File: config.mk
export PLATFORM = sky130hd
export DESIGN_NAME = sss_exec
export DESIGN_NICKNAME = d
export VERILOG_FILES = /design/src/shared/sss_pkg.sv /design/src/sss_exec.sv
export SDC_FILE = /design/constraint.sdc
export NUM_CORES = 1
export LEC_CHECK = 0
export BUFFER_PORTS_ARGS = -buffer_cell sky130_fd_sc_hd__buf_2
export CORE_ASPECT_RATIO = 0.9
export CORE_MARGIN = 8
export CORE_UTILIZATION = 43
export DETAILED_ROUTE_END_ITERATION = 6
export PLACE_DENSITY = 0.69
export SYNTH_ARGS = -nofsm -noshare
export SYNTH_HDL_FRONTEND = slang
export SYNTH_SLANG_ARGS = --single-unit
File: constraint.sdc
create_clock -name clk_sys -period 7.6 [get_ports clk_sys]
set_input_delay 1.52 -clock clk_sys [delete_from_list [all_inputs] [get_ports clk_sys]]
set_output_delay 1.52 -clock clk_sys [all_outputs]
set_load 0.005 [all_outputs]
File: src/shared/sss_pkg.sv
// Purpose: shared types and constants of the subtract/swap/skip execute slice
// Assumes: 8-bit data path, one instruction cycle per clk_sys edge
// Notes: opcodes and phases are one-hot
package sss_pkg;
	// data path shape
	localparam int DATA_W = 8;
	localparam int NIB_W = 4;
	// reset and compare values
	localparam logic [7:0] ACC_RST = 8'h00;
	localparam logic [7:0] ZERO_BYTE = 8'h00;
	localparam logic [7:0] MEM_WDATA_RST = 8'h00;
	// instruction cycle counts
	localparam int SKIP_CYCLES = 2;
	localparam int PLAIN_CYCLES = 1;

	// operation select, one-hot
	typedef enum logic [6:0] {
		op_none = 7'h01,
		skip_if_nonzero_op = 7'h02,
		minus_to_working_op = 7'h04,
		minus_to_memory_op = 7'h08,
		minus_immediate_op = 7'h10,
		nibble_exchange_op = 7'h20,
		nibble_exchange_to_working_op = 7'h40
	} sss_op_type;

	// sequencing phase, one-hot
	typedef enum logic [1:0] {
		ph_run = 2'h1,
		ph_dummy = 2'h2
	} sss_phase_type;

	// status flags touched by subtraction
	typedef struct packed {
		logic signed_range_flag;
		logic zero_flag;
		logic half_carry_flag;
		logic carry_flag;
		logic extended_sign_flag;
		logic extended_zero_flag;
	} sss_flags_type;

	localparam sss_flags_type FLAGS_RST = '0;

	// one issued instruction
	typedef struct packed {
		logic issue;
		sss_op_type op;
		logic [7:0] mem_data;
		logic [7:0] imm;
	} sss_req_type;

	// data memory write-back
	typedef struct packed {
		logic we;
		logic [7:0] wdata;
	} sss_mem_wr_type;

	// whole state of the execute slice
	typedef struct packed {
		sss_phase_type phase;
		logic [7:0] acc;
		sss_flags_type flags;
		sss_mem_wr_type mem_wr;
		logic done;
		logic skip;
		logic ready;
	} sss_state_type;
endpackage

File: src/sss_exec.sv
// Purpose: executes skip-if-nonzero, subtract and nibble-exchange instructions
// Assumes: fetch logic supplies the addressed byte and immediate with issue
// Notes: results, flags and write-back appear one edge after issue
`timescale 1ns/1ps

module sss_exec
	import sss_pkg::*;
(
	// clock and reset
	input wire logic clk_sys,
	input wire logic rst,
	// instruction issue
	input wire sss_req_type req,
	// accumulator load by other instructions
	input wire logic acc_load,
	input wire logic [DATA_W-1:0] acc_load_data,
	// results
	output logic [DATA_W-1:0] acc,
	output sss_flags_type flags,
	output sss_mem_wr_type mem_wr,
	// sequencing
	output logic done,
	output logic skip,
	output logic ready
);

	////////////////////////////////////////////////////////////////////////
	// state
	sss_state_type st_r; // all registered state
	sss_state_type st_nxt; // next value of it
	logic take; // issue accepted this cycle
	logic [DATA_W-1:0] sub_b; // subtrahend
	logic [DATA_W:0] diff; // ninth bit is the borrow
	logic [NIB_W:0] nib_diff; // low nibble borrow
	logic [DATA_W-1:0] res; // difference
	logic [DATA_W-1:0] swapped; // nibble-exchanged byte
	sss_flags_type sub_flags; // flags of the difference

	////////////////////////////////////////////////////////////////////////
	// arithmetic
	always_comb begin
		// immediate or memory byte
		sub_b = (req.op == minus_immediate_op) ? req.imm : req.mem_data;
		diff = {1'b0, st_r.acc} - {1'b0, sub_b};
		nib_diff = {1'b0, st_r.acc[NIB_W-1:0]} - {1'b0, sub_b[NIB_W-1:0]};
		res = diff[DATA_W-1:0];
		swapped = {req.mem_data[NIB_W-1:0], req.mem_data[DATA_W-1:NIB_W]};
		// borrow out means negative: carry cleared
		sub_flags.carry_flag = ~diff[DATA_W];
		sub_flags.half_carry_flag = ~nib_diff[NIB_W];
		sub_flags.zero_flag = (res == ZERO_BYTE);
		// signs differ and result sign leaves the minuend
		sub_flags.signed_range_flag = (st_r.acc[DATA_W-1] != sub_b[DATA_W-1])
			&& (res[DATA_W-1] != st_r.acc[DATA_W-1]);
		// true sign of the wide result
		sub_flags.extended_sign_flag = sub_flags.signed_range_flag ^ res[DATA_W-1];
		// no carry-in here, so it tracks zero
		sub_flags.extended_zero_flag = sub_flags.zero_flag;
	end

	////////////////////////////////////////////////////////////////////////
	// next state
	always_comb begin
		st_nxt = st_r;
		// pulses fall back every cycle
		st_nxt.done = 1'b0;
		st_nxt.skip = 1'b0;
		st_nxt.mem_wr.we = 1'b0;
		take = 1'b0;
		unique case (st_r.phase)
			ph_run: begin
				take = req.issue;
				// outside load only in ph_run with no issue, even for ops that leave acc alone
				if (acc_load && !req.issue) begin
					st_nxt.acc = acc_load_data;
				end
				if (take) begin
					// every accepted op except op_none and illegal codes reports one edge later
					st_nxt.done = 1'b1;
					unique case (req.op)
						skip_if_nonzero_op: begin
							// nonzero byte skips and costs a dummy
							if (req.mem_data != ZERO_BYTE) begin
								st_nxt.skip = 1'b1;
								st_nxt.phase = ph_dummy;
								st_nxt.ready = 1'b0;
							end
						end
						minus_to_working_op: begin
							st_nxt.acc = res;
							st_nxt.flags = sub_flags;
						end
						minus_to_memory_op: begin
							// accumulator left as is
							st_nxt.mem_wr.we = 1'b1;
							st_nxt.mem_wr.wdata = res;
							st_nxt.flags = sub_flags;
						end
						minus_immediate_op: begin
							st_nxt.acc = res;
							st_nxt.flags = sub_flags;
						end
						nibble_exchange_op: begin
							// flags deliberately untouched
							st_nxt.mem_wr.we = 1'b1;
							st_nxt.mem_wr.wdata = swapped;
						end
						nibble_exchange_to_working_op: begin
							// no write-back, memory keeps its value
							st_nxt.acc = swapped;
						end
						op_none: begin
							st_nxt.done = 1'b0;
						end
						default: begin
							// illegal code: treated as no-op
							st_nxt.done = 1'b0;
						end
					endcase
				end
			end
			ph_dummy: begin
				// dummy cycle: the skipped fetch is discarded
				st_nxt.phase = ph_run;
				st_nxt.ready = 1'b1;
			end
			default: begin
				st_nxt.phase = ph_run;
				st_nxt.ready = 1'b1;
			end
		endcase
	end

	////////////////////////////////////////////////////////////////////////
	// registers
	always_ff @(posedge clk_sys) begin
		if (rst) begin
			st_r.phase <= ph_run;
			st_r.acc <= ACC_RST;
			st_r.flags <= FLAGS_RST;
			st_r.mem_wr.we <= 1'b0;
			st_r.mem_wr.wdata <= MEM_WDATA_RST;
			st_r.done <= 1'b0;
			st_r.skip <= 1'b0;
			st_r.ready <= 1'b1;
		end else begin
			st_r <= st_nxt;
		end
	end

	// outputs straight from flops
	assign acc = st_r.acc;
	assign flags = st_r.flags;
	assign mem_wr = st_r.mem_wr;
	assign done = st_r.done;
	assign skip = st_r.skip;
	assign ready = st_r.ready;
endmodule

# Word-level counts from Yosys, hierarchy flattened
# Cells that the tools add are included.
[op_classes]
n_addsub = 2
eq_ne = 9
mux = 9
bitwise = 6
n_reduce_logical = 15
[ops]
columns = ["op", "n"]
rows = [
  ["$mux W26", 1],
  ["$pmux W9 S2", 1],
  ["$mux W8", 2],
  ["$pmux W8 S2", 1],
  ["$reduce_and A3 Y1", 3],
  ["$sub A8 B8 Y9", 1],
  ["$logic_not A8 Y1", 1],
  ["$reduce_bool A8 Y1", 1],
  ["$eq A7 B2 Y1 const B", 1],
  ["$eq A7 B3 Y1 const B", 1],
  ["$eq A7 B4 Y1 const B", 1],
  ["$eq A7 B5 Y1 const B", 1],
  ["$eq A7 B6 Y1 const B", 1],
  ["$eq A7 B7 Y1 const B", 1],
  ["$mux W6", 1],
  ["$reduce_or A3 Y1", 2],
  ["$reduce_or A6 Y1", 1],
  ["$not A1 Y1", 5],
  ["$sub A4 B4 Y5", 1],
  ["$mux W2", 2],
  ["$reduce_or A2 Y1", 2],
  ["$reduce_or A4 Y1", 1],
  ["$eq A2 B1 Y1 const B", 1],
  ["$logic_and A1 B1 Y1", 2],
  ["5 further kinds", 6],
]
[totals]
reg_bits = 27
in_bits = 35
out_inout_bits = 26
elab_cells = 53

# Logic depth before layout (Yosys ltp)
# Gate-level depths: netlist of run 1.
[depth]
depth_word = 8
ltp_mapped = 18
ltp_nobuf = 16

# Least setup slack after synthesis of run 1
# Ideal clock, no wire load.
[synth_path]
path_kind = "input-to-reg"
start = "in req[19] (netlist name)"
end = "reg flags[0] (netlist name)"
setup_time_ps = 59
arrival_ps = 5088
slack_ps = 2453
path_stages = 17
cell_sequence = "buf_4 -> nor3_1 -> nand2_1 -> nor3b_1 -> buf_2 -> mux2_2 -> inv_2 -> ha_1 -> nand2b_1 -> a21oi_1 -> o221ai_1 -> nand2b_1 -> a21o_1 -> fa_1 -> or4_4 -> nor4b_2 -> a31o_1"
[synth_between]
elab_chain_len = 4
elab_cells_between_ends = 8
classes_between = "add/sub: 1; eq/ne: 3; mux: 1; reduce/logical: 3"
[synth_rtl]
columns = ["item", "line", "rtl"]
rows = [
  ["start, declared", "sss_exec.sv:13", "input wire sss_req_type req,"],
  ["$eq A7 B5 Y1", "sss_exec.sv:43, sss_exec.sv:80", ""],
  ["$mux W8", "sss_exec.sv:43", "sub_b = (req.op == minus_immediate_op) ? req.imm : req.mem_data;"],
  ["$sub A8 B8 Y9", "sss_exec.sv:44", "diff = {1'b0, st_r.acc} - {1'b0, sub_b};"],
  ["$logic_not A8 Y1", "sss_exec.sv:51", "sub_flags.zero_flag = (res == ZERO_BYTE);"],
]
# Parallel ways exist; a longest one is shown, timed or not.
# A chain may end at the register's enable or synchronous reset.

# Worst setup path in the final report of run 1
[layout_path]
start = "in req[21] (netlist name)"
end = "reg flags[0] (netlist name)"
[layout_between]
elab_chain_len = 4
elab_cells_between_ends = 8
classes_between = "add/sub: 1; eq/ne: 3; mux: 1; reduce/logical: 3"
[layout_rtl]
columns = ["item", "line"]
rows = [
  ["$eq A7 B5 Y1", "sss_exec.sv:43, sss_exec.sv:80"],
  ["$mux W8", "sss_exec.sv:43"],
  ["$sub A8 B8 Y9", "sss_exec.sv:44"],
  ["$logic_not A8 Y1", "sss_exec.sv:51"],
]
# Parallel ways exist; a longest one is shown, timed or not.

==> results.py, run 1 <==
metrics = {
    "status": {
        "status": "finished clean",
    },
    "floorplan": {
        "dieArea_um2": 6950,
        "die_w_um": 87.0,
        "fp.dieH_um": 79.9,
        "rows": 23,
        "num_io_pins": 61,
        "start_util_pct": 44.3,
        "core_um2": 4400,
    },
    "timing": {
        "tightest_slew_ps": 823,
        "maxSlewViolCount": 0,
        "period_share_pct": 68.0,
        "finalHoldViolations": 0,
        "finClkSkew_ps": 11.8,
        "setup_viol": 0,
        "slew_headroom_pct": 44.7,
        "rsz0062_at_grt": "false",
        "min_period_ps": 5170,
        "setup_tns_ps": 0,
        "clock.fmax_mhz": 193,
    },
    "place": {
        "io_buffer_count": 60,
        "dp_hpwl_um": 4380,
        "place.gp.congestion": 0.908,
        "place_area_um2": 2110,
    },
    "worst_setup_path": {
        "crit_path_end_kind": "flop",
        "crit_top_cell": "nand2b_1",
        "crit_buf_inv": 3,
        "critPathTopFamily": "simple AND/OR/NAND/NOR gates",
        "critPathKind": "primary input to flop",
        "startpoint_type": "primary input",
        "crit_path_top_delay_cell": "or4_4",
        "cp.arrival_ps": 5390,
        "slowest_delay_ps": 560,
        "crit_chain": "buf_2, nor2_1, nand2_1, nor3b_1, buf_4, mux2_2, inv_2, ha_1, nand2b_1, a21oi_1, o221ai_1, nand2b_1, a21o_1, fa_1, or4_4, nor4b_2, a31o_1",
        "cp_max_fo": 8,
        "worstPathRequired_ps": 7820,
    },
    "routing": {
        "first_iter_violations": 122,
        "first_pass_iters": 4,
        "vias": 1757,
        "ant_nets": 0,
        "avgRoutedWirePerCell_um": 17.3,
        "drc": 0,
        "vias_per_cell": 5.49,
        "drt-total-wl_um": 5530,
    },
    "cts": {
        "cts_buffers": 3,
        "cts_hold_buf": 0,
        "post_cts.repair.setup_buffers": 0,
        "clk_path_buf_depth": 2,
        "clock_latency_ps": 280,
        "tritoncts": "done",
        "clk_pin_slew_ps": 90,
        "cts_max_level": 1,
        "cts.sinks": 26,
        "cts_resized": 0,
        "clock-root-buffer": "clkbuf_8",
    },
    "pwr": {
        "vdd_drop_max_mv": 0.105,
        "p_leak_nw": 0.915,
        "powerDensity_nw_per_um2": 154,
    },
    "global_routing": {
        "grt_max_degree": 18,
        "grt_antenna_before_repair": 0,
        "grt_pass1_vias": 1707,
        "grt_pass1_wl_um": 8680,
        "grt_overflow": 0,
        "grt_util_all_layers_pct": 15.9,
    },
    "layout": {
        "fin_nets": 305,
        "drive_gt1_share_pct": 31.8,
        "antenna_cells": 0,
        "syn_to_final_growth_pct": 12.1,
        "utilization_pct": 49.6,
        "final_area_um2": 2180,
    },
    "synth": {
        "ys_seq_elements": 26,
        "synth.yosys.seq_area_share_pct": 26.7,
        "synth_warnings": 0,
        "synth-edff-count": 0,
        "syn_avg_cell_area_um2": 8.70,
        "synth_cell_type_count": 59,
        "synth_flop_cell": "dfxtp_1",
        "syn_nets": 270,
        "syn_area_um2": 1950,
        "syn_inst": 224,
        "synthArstFlopShare_pct": 0,
    },
    "run": {
        "drv_cap": 0,
    },
    "hold_path": {
        "holdCritPathClass": "flop to flop",
    },
}
==> cells in the mapped netlist (all sizes together), types with 5 or more instances <==
library cell | count | area share [%]
nand3 | 6 | 1.5
nor2 | 27 | 5.2
nor4 | 5 | 1.9
a21oi | 14 | 3.8
buf | 29 | 11
nor3 | 5 | 1.9
inv | 8 | 1.5
nand2 | 5 | 1.3
mux2i | 13 | 6.7
xnor2 | 5 | 2.2
a22oi | 8 | 3.1
dfxtp | 26 | 27
o22ai | 6 | 1.9
a211oi | 7 | 3.2
ha | 9 | 5.8
==> worst register-to-register path, delay by kind of cell, from the launching register on <==
kind / cells / cell delay, ps
compound gates: 5 / 910
flops: 1 / 340
fa+ha+maj: 2 / 850
simple gates: 3 / 910
==> power breakdown <==
| part | switching, mW | total [mW] | leakage (nW) | internal [mW] |
|---|---|---|---|---|
| Clock | 0.0492 | 0.120 | 0.0357 | 0.0706 |
| Sequential | 0.00218 | 0.141 | 0.211 | 0.139 |
| Combinational | 0.0447 | 0.0753 | 0.668 | 0.0306 |
| Total | 0.0961 | 0.336 | 0.915 | 0.240 |
==> worst paths after layout <==
| kind | startpoint | to | slack [ps] | cells after the start |
|---|---|---|---|---|
| hold reg to reg | flags[3] | flags[3] | 500 | 2 |
| hold / removal | flags[3] | flags[3] | 500 | 2 |
| setup reg to reg | acc[2] | flags[0] | 4510 | 10 |
| setup / recovery | req[21] | flags[0] | 2430 | 17 |
==> cells in the final DEF, fill, tap and decap left out, types with 5 or more instances in the layout <==
master    netlist  layout
dfxtp_1        26      26
nor2_1         27      27
o22ai_1         6       6
inv_1           7       7
mux2i_1        13      13
a22oi_1         8       8
a211oi_1        5       5
nand3_1         6       6
buf_2           3      60
ha_1            9       9
xnor2_1         5       5
a21oi_1        13      13
==> flip-flops by register name, indices dropped and copies added, names as in the netlist <==
register,cells
flags,5
mem_wr,9
st_r,2
done,1
skip,1
acc,8
==> final cells by class <==
type,instances,area [um^2]
Clock buffer,3,41.3
Clock inverter,1,30.0
Fill cell,443,2220
Inverter,8,30.0
Multi-Input combinational cell,159,1180
Sequential cell,26,520
Tap cell,62,77.6
Timing Repair Buffer,61,308
==> through the flow <==
stage | setup slack [ps] | instances | total power [mW] | hold slack [ps]
after global placement | 2280 | 316 | 0.217 | 473
final | 2430 | 320 | 0.336 | 498
after detailed placement | 2180 | 316 | 0.218 | 479
after CTS | 2450 | 320 | 0.337 | 504
after floorplan | 2450 | 224 | 0.194 | 462
after global routing | 2240 | 320 | 0.350 | 528
==> routing by layer <==
layer	global-route usage [%]	up-vias	routed length [um]
met5	0	-	0
met1	22.1	802	2530
li1	-	869	-
met3	4.94	4	594
met4	2.92	0	51
met2	23.6	82	2360
==> kinds of logic after synthesis <==
logic type | after synthesis | share of synthesized area (%)
xor+xnor | 7 | 3.15
fa+ha+maj | 11 | 7.83
compound gates | 55 | 19.8
flops | 26 | 26.7
mux | 15 | 7.83
buf+inv | 39 | 12.9
simple gates | 71 | 21.8
Power figures use the tool's default switching activity.
==> inputs of run 2 (changes only) <==
ABC_AREA = 1   (was unset)
clock period = 4.85 ns   (was 7.6 ns; I/O delays follow)
==> results.py, run 2 <==
metrics = {
    "status": {
        "status": "finished clean",
    },
    "synth": {
        "synth_area_leaders": "dfxtp_1 (26%), nand2_1 (11%), buf_4 (8.7%)",
        "synth-edff-count": 0,
        "synth_warnings": 0,
        "synth_cell_type_count": 32,
        "synth.yosys.seq_area_share_pct": 26.1,
        "synth_top_area_cell": "dfxtp_1",
        "syn_nets": 342,
        "syn_area_um2": 2000,
        "synth_flop_cell": "dfxtp_1",
        "syn_inst": 296,
        "synthArstFlopShare_pct": 0,
        "yosys.area.top_type_share_pct": 26.1,
        "synth_most_common_cell": "nand2_1",
        "ys_seq_elements": 26,
        "syn_avg_cell_area_um2": 6.74,
        "synth_common_cells": "nand2_1 (60), inv_1 (35), a21oi_1 (33), nor2_1 (27), dfxtp_1 (26)",
    },
    "global_routing": {
        "grt_antenna_before_repair": 0,
        "grt_max_degree": 18,
        "grt_pass1_vias": 1942,
        "grt_util_all_layers_pct": 16.2,
        "grt_pass1_wl_um": 9120,
        "grt_overflow": 0,
    },
    "layout": {
        "final_cell_mix": "nand2_1 (60), buf_2 (60), inv_1 (35), a21oi_1 (33), nor2_1 (27)",
        "utilization_pct": 50.3,
        "drive_gt1_share_pct": 25.7,
        "syn_to_final_growth_pct": 12.4,
        "top_register": "mem_wr",
        "antenna_cells": 0,
        "final_area_um2": 2240,
        "fin_nets": 381,
        "top_regs": "mem_wr: 9 flops, acc: 8 flops, flags: 5 flops",
        "largest_reg_flops": 9,
    },
    "routing": {
        "drt-total-wl_um": 5520,
        "vias": 1987,
        "drc": 0,
        "vias_per_cell": 5.02,
        "first_pass_iters": 4,
        "avgRoutedWirePerCell_um": 13.9,
        "ant_nets": 0,
        "first_iter_violations": 129,
    },
    "cts": {
        "cts_hold_buf": 0,
        "cts_buffers": 3,
        "cts_max_level": 1,
        "tritoncts": "done",
        "cts.sinks": 26,
        "post_cts.repair.setup_buffers": 0,
        "cts_resized": 0,
        "clock-root-buffer": "clkbuf_8",
        "clk_pin_slew_ps": 100,
        "clk_path_buf_depth": 2,
        "clock_latency_ps": 280,
    },
    "floorplan": {
        "core_um2": 4460,
        "num_io_pins": 61,
        "fp.dieH_um": 80.6,
        "die_w_um": 87.8,
        "rows": 23,
        "start_util_pct": 44.7,
        "dieArea_um2": 7080,
    },
    "worst_setup_path": {
        "crit_end": "flags[0]",
        "cp_max_fo": 17,
        "r2r_cells": 15,
        "crit_path_end_kind": "flop",
        "r2r_slack_ps": 2220,
        "worstPathRequired_ps": 5070,
        "rr_endpoint": "flags[0]",
        "critPathKind": "primary input to flop",
        "startpoint_type": "primary input",
        "cp.arrival_ps": 4150,
        "r2r_start": "acc[2]",
        "cp-startpoint": "req[18]",
    },
    "timing": {
        "tightest_slew_ps": 553,
        "rsz0062_at_grt": "false",
        "slew_headroom_pct": 63.0,
        "min_period_ps": 3940,
        "setup_viol": 0,
        "maxSlewViolCount": 0,
        "finalHoldViolations": 0,
        "clock.fmax_mhz": 254,
        "finClkSkew_ps": 6.48,
        "setup_tns_ps": 0,
        "period_share_pct": 81.1,
    },
    "place": {
        "place.gp.congestion": 0.886,
        "place_area_um2": 2190,
        "dp_hpwl_um": 4540,
        "io_buffer_count": 60,
    },
    "pwr": {
        "powerDensity_nw_per_um2": 214,
        "vdd_drop_max_mv": 0.130,
        "switching_share_pct": 30.9,
        "p_int_uw": 332,
        "clock_power_share_pct": 31.1,
        "power.share.combinational_pct": 22.8,
        "seqPwrFrac_pct": 46.1,
        "p_leak_nw": 1.22,
        "p_switching_uw": 149,
    },
    "hold_path": {
        "holdCritPathClass": "flop to flop",
    },
    "run": {
        "drv_cap": 0,
    },
}
## run 2: logic make-up after synthesis
family | after synthesis | synth area share (%)
simple gates | 128 | 31.3
compound gates | 64 | 17.0
buf+inv | 64 | 16.6
flops | 26 | 26.1
fa+ha+maj | 11 | 7.65
xor+xnor | 2 | 0.878
mux | 1 | 0.502
## run 2: worst min-delay path by stage
stage	end	slack, ps	startpoint	depth (start not counted)
3_5_place_dp	mem_wr[1]	470	mem_wr[1]	2
2_1_floorplan	mem_wr[0]	450	mem_wr[0]	2
5_1_grt	mem_wr[3]	530	mem_wr[3]	2
4_1_cts	mem_wr[1]	490	mem_wr[1]	2
6_report	mem_wr[1]	490	mem_wr[1]	2
3_3_place_gp	mem_wr[1]	460	mem_wr[1]	2
## run 2: final cells by class
class                   count  area, um^2
fillers                   477        2220
multi-input cells         206        1140
flip-flops and latches     26         520
repair buffers             60         300
inverters                  38         145
well taps                  62        77.6
clock buffers               4        55.1
## run 2: power groups by stage
stage	Clock [mW]	Combinational, mW	Sequential [mW]
2_1_floorplan	0	0.0741	0.226
5_1_grt	0.160	0.123	0.222
4_1_cts	0.150	0.109	0.222
3_5_place_dp	0	0.108	0.227
3_3_place_gp	0	0.109	0.227
6_report	0.149	0.110	0.222
## run 2: layer usage
metal | part of all wire [%] | GRT usage, % | vias to the layer above
met4 | 0.67 | 2.57 | 0
met1 | 48 | 21.5 | 894
li1 | - | - | 1026
met2 | 44 | 26.1 | 62
met3 | 6.7 | 3.77 | 5
met5 | 0 | 0 | -
## run 2: per-stage QoR
step	power (mW)	cells	hold slack [ps]	setup WS, ps
detailed placement	0.335	392	465	659
finish	0.481	396	486	915
CTS	0.481	396	491	927
global placement	0.336	392	462	774
floorplan	0.300	296	453	1170
global route	0.505	396	531	554
## run 2: critical path: stages
cell and delay, ps:
buf_2 110, inv_1 60, nand2_1 100, nor2_4 200, nand2_2 240, o21ai_0 360
inv_1 80, ha_1 280, nand3_1 90, nand2_1 100, nand2_1 70, nand2_1 80
a21oi_1 70, o21ai_0 210, fa_1 510, inv_1 100, nand3_1 60, nor2_1 100
nand3_1 80, nor2_1 90, nand3_1 80, a21oi_1 120
